--- config.mk ---
export PLATFORM = sky130hd
export DESIGN_NAME = mbs_brake_sequencer
export DESIGN_NICKNAME = d
export VERILOG_FILES = /design/src/design/mbs_pkg.sv /design/src/design/mbs_hold_timer.sv /design/src/design/mbs_brake_sequencer.sv
export VERILOG_INCLUDE_DIRS = /design/src /design/src/design
export SDC_FILE = /design/constraint.sdc
export NUM_CORES = 1
export LEC_CHECK = 0
export BUFFER_PORTS_ARGS = -buffer_cell sky130_fd_sc_hd__buf_2
export CAP_MARGIN = 20
export CORE_MARGIN = 2
export CORE_UTILIZATION = 50
export DETAILED_ROUTE_END_ITERATION = 16
export PLACE_DENSITY = 0.69
export SYNTH_ARGS = -nofsm -noshare
export SYNTH_HDL_FRONTEND = slang
export SYNTH_HIERARCHICAL = 1
export SYNTH_SLANG_ARGS = --single-unit
--- constraint.sdc ---
create_clock -name mclk -period 6 [get_ports mclk]
set_clock_uncertainty 0.2 [all_clocks]
set_input_delay 0.6 -clock mclk [delete_from_list [all_inputs] [get_ports mclk]]
set_output_delay 0.6 -clock mclk [all_outputs]
set_load 0.005 [all_outputs]
--- src/design/mbs_params.svh ---
// Constants of the motor brake sequencer: register offsets, fields, resets, limits, timing.
// Assumes a 125 MHz mclk; frequencies in 0.01 Hz, current in 0.1 %, delays in 10 ms units.
`ifndef MBS_PARAMS_SVH
`define MBS_PARAMS_SVH

`define MBS_ADDR_W 5
`define MBS_OFS_CTRL 5'h00
`define MBS_OFS_REL_FREQ 5'h04
`define MBS_OFS_ENGAGE 5'h08
`define MBS_OFS_RELEASE 5'h0c
`define MBS_OFS_DC_STOP 5'h10
`define MBS_OFS_STATUS 5'h14

`define MBS_CTRL_EN_BIT 0
`define MBS_CTRL_MODE_LSB 1
`define MBS_CTRL_TORQUE_BIT 4
`define MBS_CTRL_SEL_LSB 8
`define MBS_MODE_VECTOR 3'h5

`define MBS_RST_CTRL 32'h0000_0000
`define MBS_RST_REL_FREQ 32'h0064_0064
`define MBS_RST_ENGAGE 32'h0064_00c8
`define MBS_RST_RELEASE 32'h0064_01f4
`define MBS_RST_DC_STOP 32'h0000_0000

`define MBS_FREQ_MAX 16'h9c40
`define MBS_CURR_MAX 16'h0708
`define MBS_DELAY_MAX 16'h03e8

`define MBS_CLK_MHZ 125
`define MBS_DELAY_UNIT_US 10000
`define MBS_UNIT_CYCLES (`MBS_DELAY_UNIT_US * `MBS_CLK_MHZ)

`endif

--- src/design/mbs_pkg.sv ---
// Types shared by the motor brake sequencer files.
// Assumes nothing beyond a SystemVerilog compiler.
`default_nettype none

package mbs_pkg;

    typedef enum logic [2:0] {
        ST_IDLE = 3'h0,
        ST_WAIT_REL = 3'h1,
        ST_REL_HOLD = 3'h2,
        ST_RUN = 3'h3,
        ST_DECEL = 3'h4,
        ST_ENG_HOLD = 3'h5,
        ST_DC_INJ = 3'h6
    } mbs_state_type;

    typedef struct packed {
        mbs_state_type st;
        logic [31:0] ctrl;
        logic [31:0] rel_freq;
        logic [31:0] engage;
        logic [31:0] release_cfg;
        logic [31:0] dc_stop;
        logic [31:0] rdata;
        logic wait_req;
        logic rev;
        logic brake_release;
        logic override;
        logic hold;
        logic dc_inject;
        logic block;
        logic suppress;
        logic tstart;
        logic [15:0] fref;
        logic [2:0] relay;
    } mbs_seq_state_type;

endpackage

`default_nettype wire

--- src/design/mbs_hold_timer.sv ---
// Delay timer counting whole delay units after a start pulse.
// Assumes start is one cycle long and length stays stable while it is high.
`timescale 1ns/10ps
`default_nettype none
`include "mbs_params.svh"

module mbs_hold_timer #(
    parameter int UNIT_CYCLES = `MBS_UNIT_CYCLES,
    parameter int LEN_W = 16
) (
    input wire logic mclk,
    input wire logic rst_n,
    input wire logic start,
    input wire logic [LEN_W-1:0] length,
    output logic done
);
    localparam int PW = $clog2(UNIT_CYCLES) + 1;
    localparam logic [PW-1:0] PRE_TOP = PW'(UNIT_CYCLES - 1);

    typedef struct packed {
        logic busy;
        logic done;
        logic [LEN_W-1:0] units;
        logic [PW-1:0] pre;
    } mbs_tmr_state_type;

    mbs_tmr_state_type q;
    mbs_tmr_state_type d;

    if (UNIT_CYCLES < 1 || LEN_W < 1) begin : g_check
        $error("mbs_hold_timer: unit length and width must be at least one");
    end

    // Done rises once the full number of units has passed and stays until the next start.
    always_comb begin
        d = q;
        if (start) begin
            d.busy = 1'b1;
            d.done = 1'b0;
            d.units = length;
            d.pre = PRE_TOP;
        end else if (q.busy) begin
            if (q.units == '0) begin
                d.busy = 1'b0;
                d.done = 1'b1;
            end else if (q.pre == '0) begin
                d.pre = PRE_TOP;
                d.units = q.units - 1'b1;
            end else begin
                d.pre = q.pre - 1'b1;
            end
        end
    end

    always_ff @(posedge mclk) begin
        if (!rst_n) begin
            q <= '0;
        end else begin
            q <= d;
        end
    end

    assign done = q.done;

endmodule // mbs_hold_timer

`default_nettype wire

--- src/design/mbs_brake_sequencer.sv ---
// Brake sequencer top: Avalon-MM register slave, brake release/engage state machine, outputs.
// Assumes drive inputs synchronous to mclk; frequency 0.01 Hz, current 0.1 % units.
//
// The implementer's own choices: the Avalon-MM register port and the register offsets.
`timescale 1ns/10ps
`default_nettype none
`include "mbs_params.svh"

module mbs_brake_sequencer #(
    parameter int UNIT_CYCLES = `MBS_UNIT_CYCLES
) (
    input wire logic mclk,
    input wire logic rst_n,
    input wire logic [`MBS_ADDR_W-1:0] address,
    input wire logic read,
    input wire logic write,
    input wire logic [31:0] writedata,
    input wire logic [3:0] byteenable,
    output logic [31:0] readdata,
    output logic waitrequest,
    input wire logic run_cmd,
    input wire logic reverse_cmd,
    input wire logic [15:0] out_freq,
    input wire logic [15:0] motor_current,
    input wire logic preexcite_done,
    input wire logic [2:0] other_out,
    output logic [15:0] freq_ref,
    output logic freq_override,
    output logic ramp_hold,
    output logic dc_inject,
    output logic output_block,
    output logic start_dc_dwell_off,
    output logic brake_release,
    output logic [2:0] relay
);
    mbs_pkg::mbs_seq_state_type q;
    mbs_pkg::mbs_seq_state_type d;
    logic tdone;
    logic [15:0] tlen;
    logic vec;
    logic torque;

    if (UNIT_CYCLES < 1) begin : g_check
        $error("mbs_brake_sequencer: UNIT_CYCLES must be at least one");
    end

    // Merges write data into a register under the byte enables.
    function automatic logic [31:0] be_merge(input logic [31:0] old, input logic [31:0] nw,
                                             input logic [3:0] be);
        logic [31:0] r;
        r = old;
        for (int i = 0; i < 4; i++) begin
            if (be[i]) begin
                r[8*i +: 8] = nw[8*i +: 8];
            end
        end
        return r;
    endfunction

    // Limits a written setting to its programmable range.
    function automatic logic [15:0] clamp(input logic [15:0] v, input logic [15:0] mx);
        return (v > mx) ? mx : v;
    endfunction

    function automatic logic is_vector(input logic [31:0] c);
        return c[`MBS_CTRL_MODE_LSB +: 3] == `MBS_MODE_VECTOR;
    endfunction

    assign vec = is_vector(q.ctrl);
    assign torque = q.ctrl[`MBS_CTRL_TORQUE_BIT];

    always_comb begin
        case (q.st)
            mbs_pkg::ST_REL_HOLD: tlen = q.release_cfg[31:16];
            mbs_pkg::ST_ENG_HOLD: tlen = q.engage[31:16];
            default: tlen = q.dc_stop[15:0];
        endcase
    end

    mbs_hold_timer #(
        .UNIT_CYCLES(UNIT_CYCLES),
        .LEN_W(16)
    ) u_timer (
        .mclk(mclk),
        .rst_n(rst_n),
        .start(q.tstart),
        .length(tlen),
        .done(tdone)
    );

    always_comb begin
        logic [31:0] m;
        logic dvec;
        logic tok;
        m = be_merge(32'h0000_0000, writedata, byteenable);
        dvec = 1'b0;
        tok = !q.tstart && tdone;
        d = q;
        d.tstart = 1'b0;
        // Bus: one wait cycle, then a single-cycle answer with waitrequest low.
        if ((read || write) && q.wait_req) begin
            d.wait_req = 1'b0;
            case (address)
                `MBS_OFS_CTRL: d.rdata = q.ctrl;
                `MBS_OFS_REL_FREQ: d.rdata = q.rel_freq;
                `MBS_OFS_ENGAGE: d.rdata = q.engage;
                `MBS_OFS_RELEASE: d.rdata = q.release_cfg;
                `MBS_OFS_DC_STOP: d.rdata = q.dc_stop;
                `MBS_OFS_STATUS: d.rdata = {25'h0, q.block, q.dc_inject, q.brake_release, 1'b0, q.st};
                default: d.rdata = 32'h0000_0000;
            endcase
        end else begin
            d.wait_req = 1'b1;
        end
        if (write && !q.wait_req) begin
            m = be_merge(32'h0000_0000, writedata, byteenable);
            case (address)
                `MBS_OFS_CTRL: d.ctrl = be_merge(q.ctrl, writedata, byteenable) & 32'h0000_071f;
                `MBS_OFS_REL_FREQ: begin
                    m = be_merge(q.rel_freq, writedata, byteenable);
                    d.rel_freq = {clamp(m[31:16], `MBS_FREQ_MAX), clamp(m[15:0], `MBS_FREQ_MAX)};
                end
                `MBS_OFS_ENGAGE: begin
                    m = be_merge(q.engage, writedata, byteenable);
                    d.engage = {clamp(m[31:16], `MBS_DELAY_MAX), clamp(m[15:0], `MBS_FREQ_MAX)};
                end
                `MBS_OFS_RELEASE: begin
                    m = be_merge(q.release_cfg, writedata, byteenable);
                    d.release_cfg = {clamp(m[31:16], `MBS_DELAY_MAX), clamp(m[15:0], `MBS_CURR_MAX)};
                end
                `MBS_OFS_DC_STOP: d.dc_stop = be_merge(q.dc_stop, writedata, byteenable);
                default: d.rdata = d.rdata;
            endcase
        end
        // Sequence steps.
        case (q.st)
            mbs_pkg::ST_IDLE: begin
                if (q.ctrl[`MBS_CTRL_EN_BIT] && run_cmd) begin
                    d.st = mbs_pkg::ST_WAIT_REL;
                    d.rev = reverse_cmd;
                end
            end
            mbs_pkg::ST_WAIT_REL: begin
                if (!run_cmd) begin
                    d.st = mbs_pkg::ST_IDLE;
                end else if (vec ? preexcite_done
                                 : (out_freq >= (q.rev ? q.rel_freq[31:16] : q.rel_freq[15:0])
                                    && motor_current >= q.release_cfg[15:0])) begin
                    d.st = mbs_pkg::ST_REL_HOLD;
                    d.tstart = 1'b1;
                end
            end
            mbs_pkg::ST_REL_HOLD: begin
                if (!run_cmd) begin
                    d.st = mbs_pkg::ST_DECEL;
                end else if (tok) begin
                    d.st = mbs_pkg::ST_RUN;
                end
            end
            mbs_pkg::ST_RUN: begin
                if (!run_cmd) begin
                    d.st = torque ? mbs_pkg::ST_IDLE : mbs_pkg::ST_DECEL;
                end
            end
            mbs_pkg::ST_DECEL: begin
                if (run_cmd) begin
                    d.st = mbs_pkg::ST_RUN;
                end else if (vec ? (out_freq == 16'h0000) : (out_freq <= q.engage[15:0])) begin
                    d.st = mbs_pkg::ST_ENG_HOLD;
                    d.tstart = 1'b1;
                end
            end
            mbs_pkg::ST_ENG_HOLD: begin
                if (tok) begin
                    if (!vec && q.dc_stop[15:0] != 16'h0000 && q.dc_stop[31:16] != 16'h0000) begin
                        d.st = mbs_pkg::ST_DC_INJ;
                        d.tstart = 1'b1;
                    end else begin
                        d.st = mbs_pkg::ST_IDLE;
                    end
                end
            end
            mbs_pkg::ST_DC_INJ: begin
                if (tok) begin
                    d.st = mbs_pkg::ST_IDLE;
                end
            end
            default: d.st = mbs_pkg::ST_IDLE;
        endcase
        if (!q.ctrl[`MBS_CTRL_EN_BIT]) begin
            d.st = mbs_pkg::ST_IDLE;
        end
        // Outputs follow the next state so they change together with it.
        dvec = is_vector(d.ctrl);
        d.suppress = d.ctrl[`MBS_CTRL_EN_BIT];
        d.override = 1'b1;
        d.hold = 1'b0;
        d.dc_inject = 1'b0;
        d.block = 1'b0;
        d.fref = 16'h0000;
        d.brake_release = 1'b0;
        case (d.st)
            mbs_pkg::ST_WAIT_REL: begin
                d.fref = dvec ? 16'h0000 : (d.rev ? d.rel_freq[31:16] : d.rel_freq[15:0]);
            end
            mbs_pkg::ST_REL_HOLD: begin
                d.fref = dvec ? 16'h0000 : (d.rev ? d.rel_freq[31:16] : d.rel_freq[15:0]);
                d.hold = 1'b1;
                d.brake_release = 1'b1;
            end
            mbs_pkg::ST_RUN, mbs_pkg::ST_DECEL: begin
                d.override = 1'b0;
                d.brake_release = 1'b1;
            end
            mbs_pkg::ST_ENG_HOLD: begin
                d.fref = dvec ? 16'h0000 : d.engage[15:0];
                d.hold = 1'b1;
            end
            mbs_pkg::ST_DC_INJ: begin
                d.dc_inject = 1'b1;
            end
            default: begin
                d.override = d.ctrl[`MBS_CTRL_EN_BIT];
                d.block = d.ctrl[`MBS_CTRL_EN_BIT];
            end
        endcase
        for (int i = 0; i < 3; i++) begin
            d.relay[i] = q.ctrl[`MBS_CTRL_SEL_LSB + i] ? d.brake_release : other_out[i];
        end
    end

    always_ff @(posedge mclk) begin
        if (!rst_n) begin
            q <= '0;
            q.ctrl <= `MBS_RST_CTRL;
            q.rel_freq <= `MBS_RST_REL_FREQ;
            q.engage <= `MBS_RST_ENGAGE;
            q.release_cfg <= `MBS_RST_RELEASE;
            q.dc_stop <= `MBS_RST_DC_STOP;
            q.wait_req <= 1'b1;
        end else begin
            q <= d;
        end
    end

    assign readdata = q.rdata;
    assign waitrequest = q.wait_req;
    assign freq_ref = q.fref;
    assign freq_override = q.override;
    assign ramp_hold = q.hold;
    assign dc_inject = q.dc_inject;
    assign output_block = q.block;
    assign start_dc_dwell_off = q.suppress;
    assign brake_release = q.brake_release;
    assign relay = q.relay;
endmodule // mbs_brake_sequencer

`default_nettype wire

==> results.txt <==
The run finished with clean final reports. The critical path start-end classification is flop to flop. The wire length of the first global-routing pass is 72800 um.

STA classifies the critical path startpoint as a flop. The capture endpoint of the worst hold path is waitrequest$_SDFF_PN1_. The slew of the pin with the lowest slew margin came out at ~1.2 ns.

TritonCTS built the clock tree. Setup violations remaining at the end of the flow were counted as 0. The count of warnings emitted by yosys came out at 6. The antenna cell count is 0.

The final net count came out at between 1500 and 2000. The final estimated routing congestion in global placement is about 1.0. The post-cts sizing count came out at 0.

During I/O placement, the number of pins put on the boundary was between 100 and 150. The number of search-and-repair iterations in the first detailed-routing pass is 6. Combinational logic burns around 6.7% of the power.

The path class of the tightest hold or removal check is input pin to flop. Of the total power, the share spent switching nets is a little under a quarter. The slowest stage of the critical path belongs to the cell sky130_fd_sc_hd__dfxtp_1. The number of enable-type register cells in the synthesized netlist came out at 0. The fmax came out at about 210 MHz.

Counting flops with an async set or reset pin after synthesis yields a share of 0%. In the final routed layout, each cell accounts on average for between 20 and 25 um. The maximum net fanout on the critical path came out at 10. The fraction of the cycle the final worst path needs came out at approximately 80%. Once the floorplan was initialized, standard cells occupied between 50% and 60% of the core. The average cell area after synthesis is between 8 and 9 um2. The post-placement worst setup slack came out at 1.29 ns. The final layout contains routed wiring with a total length of roughly 47000 um. The largest net degree at the start of global routing came out at 79. The final HPWL from detailed placement came out at roughly 35000 um. The net count of the mapped netlist came out at approximately 1800. The initial antenna violation count was 0. The combined global-route utilization of all metal layers is between 30 and 40%. The post-CTS setup repair buffer count is 0.

The slack of the worst reg-to-reg path came out at 1.18 ns. The region available for standard cell placement spans roughly 0.027 mm2. The fraction of layout instances using a drive strength above 1 is between 10% and 20%. The number of rows in the core area came out at 60. The number of vias per cell came out at between 6 and 7. The number of register bits inferred by synthesis came out at 238. The library cell used as clock root buffer is sky130_fd_sc_hd__clkbuf_16. The fraction of power consumed by sequential logic came out at between 40% and 50%. Setup repair after global routing left no endpoint under its margin. The leakage component of the power came out at approximately 6.0 nW.

The setup TNS came out at 0 ns. The number of global-route vias before repair is approximately 12000. The tightest slew margin relative to the limit is between 20 and 25%.

Across the run, the number of max-cap violations was 0. In the routed design, unresolved DRC markers number 0. In this run the most critical hold path is launched from read.

In this run the critical register-to-register path is captured at freq_ref[2]$_SDFF_PN0_. STA classifies the critical path endpoint as a flop. The total overflow reported by the global router came out at 0. The number of buffers inserted by port buffering came out at 140.

The clock-pin slew on the worst setup and hold paths is approximately 0.06 ns. The number of antenna-violating nets in the routed design came out at 0. The critical path goes through mux2_2 > ha_1 > nand2b_1 > a2111oi_0 > nor4b_1 > a211oi_1 > o31a_1 > a311oi_1 > nor2_1 > ha_1 > nand2_1 > nor2_2 > and2_0 > a221o_1. Along the worst hold path, the cell count comes to 2. The shortest clock period the worst path allows after layout came out at approximately 4.8 ns. The violation count after the first detailed-routing iteration is ~1500. The layout overhead on the synthesized area came out at 10.4%. The maximum cell stage delay along the critical path came out at 0.67 ns. The final count of pins violating max slew is 0.

The most numerous cell type found on the critical path is sky130_fd_sc_hd__ha_1. The startpoint identified for the worst register-to-register timing path is q[26]$_SDFF_PN0_. The number of endpoints with negative hold slack in the final report is 0. The synthesized area is around 0.014 mm2. The cell count after synthesis came out at about 1600. The overall die area came out at between 0.02 and 0.03 mm2. Yosys mapped the design onto 95 distinct sky130hd cell types.

Sequential cells were found to cover between 30% and 40% of the synthesized design area. At the later pin of the worst-skew pair, clock insertion delay measures around 0.55 ns. The TritonCTS buffer count came out at 28. The via total after detailed routing came out at ~13000. The number of cells on the worst reg-to-reg path is 14. The analysis attributes to net switching a power of about 0.00086 W. Dividing total power by cell area gives a power density of approximately 240 mW/mm2. From bottom edge to top edge, the die measures between 150 and 200 um. Among all flip-flop cells after synthesis, the most frequent one is sky130_fd_sc_hd__dfxtp_1. The arrival time reported for the critical path endpoint is around 5.1 ns.

Once routing completed, OpenROAD measured the worst setup slack at around 1.2 ns. The number of H-tree levels is 1. The part of the power in the clock network came out at between 40% and 50%.

The internal power contribution is roughly 0.0028 W. CTS saw 238 sinks. The maximum buffer depth of the clock tree is 3. The worst-case vdd ir drop is roughly 0.00021 V.

The horizontal die dimension is 170 um. For the worst setup path, the data required time is 6.29 ns. In this run, post-CTS hold repair placed 0 buffers.
[cells in the final DEF (no fill, tap or decap), types with 12 or more instances in the layout]
master / instances
sky130_fd_sc_hd__a21boi_0: 43
sky130_fd_sc_hd__a21oi_1: 59
sky130_fd_sc_hd__a22oi_1: 114
sky130_fd_sc_hd__and2_1: 17
sky130_fd_sc_hd__and3_1: 22
sky130_fd_sc_hd__buf_2: 139
sky130_fd_sc_hd__buf_4: 18
sky130_fd_sc_hd__clkbuf_16: 29
sky130_fd_sc_hd__dfxtp_1: 238
sky130_fd_sc_hd__ha_1: 55
sky130_fd_sc_hd__inv_1: 47
sky130_fd_sc_hd__mux2_2: 13
sky130_fd_sc_hd__mux2i_1: 50
sky130_fd_sc_hd__nand2_1: 158
sky130_fd_sc_hd__nand2b_1: 17
sky130_fd_sc_hd__nand3_1: 57
sky130_fd_sc_hd__nand4_1: 19
sky130_fd_sc_hd__nor2_1: 72
sky130_fd_sc_hd__nor2b_1: 75
sky130_fd_sc_hd__nor3_1: 30
sky130_fd_sc_hd__nor4_1: 23
sky130_fd_sc_hd__o211ai_1: 12
sky130_fd_sc_hd__o21ai_0: 69
sky130_fd_sc_hd__o22ai_1: 14
sky130_fd_sc_hd__or4_1: 12
sky130_fd_sc_hd__xnor2_1: 16
sky130_fd_sc_hd__xor2_1: 15
[flip-flops by register name, indices dropped and copies added, names as in the netlist]
name	flops
brake_release	1
dc_inject	1
u_timer/done	1
u_timer/q	39
freq_override	1
relay	3
q	141
freq_ref	16
ramp_hold	1
readdata	32
waitrequest	1
output_block	1
[synth_stat cells (17+ instances only)]
library cell                 n  share of area, %
sky130_fd_sc_hd__nor2_1     72               2.0
sky130_fd_sc_hd__clkbuf_1   74               2.0
sky130_fd_sc_hd__ha_1       55               5.0
sky130_fd_sc_hd__a21boi_0   43               2.3
sky130_fd_sc_hd__dfxtp_1   238                35
sky130_fd_sc_hd__nor4_1     23               1.0
sky130_fd_sc_hd__nand2_1   158               4.3
sky130_fd_sc_hd__inv_1      47               1.3
sky130_fd_sc_hd__nand2b_1   17              0.77
sky130_fd_sc_hd__nor3_1     30               1.1
sky130_fd_sc_hd__and2_1     17              0.77
sky130_fd_sc_hd__a21oi_1    59               2.1
sky130_fd_sc_hd__nor2b_1    75               3.4
sky130_fd_sc_hd__o21ai_0    69               2.5
sky130_fd_sc_hd__and3_1     22               1.0
sky130_fd_sc_hd__nand4_1    19              0.86
sky130_fd_sc_hd__buf_4      54               2.9
sky130_fd_sc_hd__nand3_1    57               2.1
sky130_fd_sc_hd__mux2i_1    51               3.7
sky130_fd_sc_hd__a22oi_1   114               6.2
[layout make-up]
| cell class | instances | area (um2) |
|---|---|---|
| Clock buffer | 40 | 797 |
| Clock inverter | 9 | 151 |
| Fill cell | 2527 | 11800 |
| Inverter | 48 | 180 |
| Multi-Input combinational cell | 1178 | 8080 |
| Sequential cell | 238 | 4760 |
| Tap cell | 341 | 427 |
| Timing Repair Buffer | 157 | 831 |
[through the flow]
stage | hold slack [ns] | total power, W | util [%] | std cells | area [um2]
floorplan | 0.235 | 0.00176 | - | 1612 | 13800
global placement | 0.257 | 0.00185 | 52.9 | 1962 | 14300
detailed placement | 0.260 | 0.00186 | 52.9 | 1962 | 14300
CTS | 0.0751 | 0.00362 | 56.4 | 2011 | 15200
global route | 0.0858 | 0.00370 | 56.4 | 2011 | 15200
finish | 0.0838 | 0.00361 | 56.4 | 2011 | 15200
[power groups by stage]
stage	clock, W	sequential, W	combinational (W)
floorplan	0	0.00162	0.000134
finish	0.00178	0.00159	0.000241
CTS	0.00179	0.00159	0.000235
global route	0.00185	0.00159	0.000259
global placement	0	0.00162	0.000231
detailed placement	0	0.00162	0.000234
[worst max-delay path: cells and delay by family, from the launching register on]
kind / cells / cell delay, ns
AOI/OAI and AO/OA: 5 / 1.63
adders and majority gates: 2 / 0.58
DFF: 1 / 0.67
muxes: 1 / 0.40
and+or+nand+nor: 6 / 1.28
[how the worst max path moves through the flow]
stage / start / end / slack (ns) / cells past startpoint
floorplan: q[26]$_SDFF_PN0_ / freq_ref[4]$_SDFF_PN0_ / 1.68 / 16
global placement: motor_current[0] / freq_ref[2]$_SDFF_PN0_ / 1.40 / 15
detailed placement: motor_current[0] / freq_ref[2]$_SDFF_PN0_ / 1.29 / 15
CTS: q[26]$_SDFF_PN0_ / freq_ref[2]$_SDFF_PN0_ / 1.32 / 14
global route: q[26]$_SDFF_PN0_ / freq_ref[5]$_SDFF_PN0_ / 0.87 / 14
finish: q[26]$_SDFF_PN0_ / freq_ref[2]$_SDFF_PN0_ / 1.18 / 14
[per-layer routing]
layer	track usage (%)	wire, um
met1	45.7	20500
met4	11.3	1920
met5	0	0
met2	50.4	20600
met3	4.67	4260
[kinds of logic (layout without fill, tap and decap cells)]
group | Yosys count | after routing | share of synthesized area, %
AND/OR/NAND/NOR | 576 | 576 | 22.8
AO/OA/AOI/OAI | 452 | 452 | 23.8
flip-flops | 238 | 238 | 34.5
buffers and inverters | 196 | 254 | 7.16
multiplexers | 64 | 64 | 4.76
adder cells (fa/ha/maj) | 55 | 55 | 4.99
XOR/XNOR | 31 | 31 | 1.97
Power figures use the tool's default switching activity.
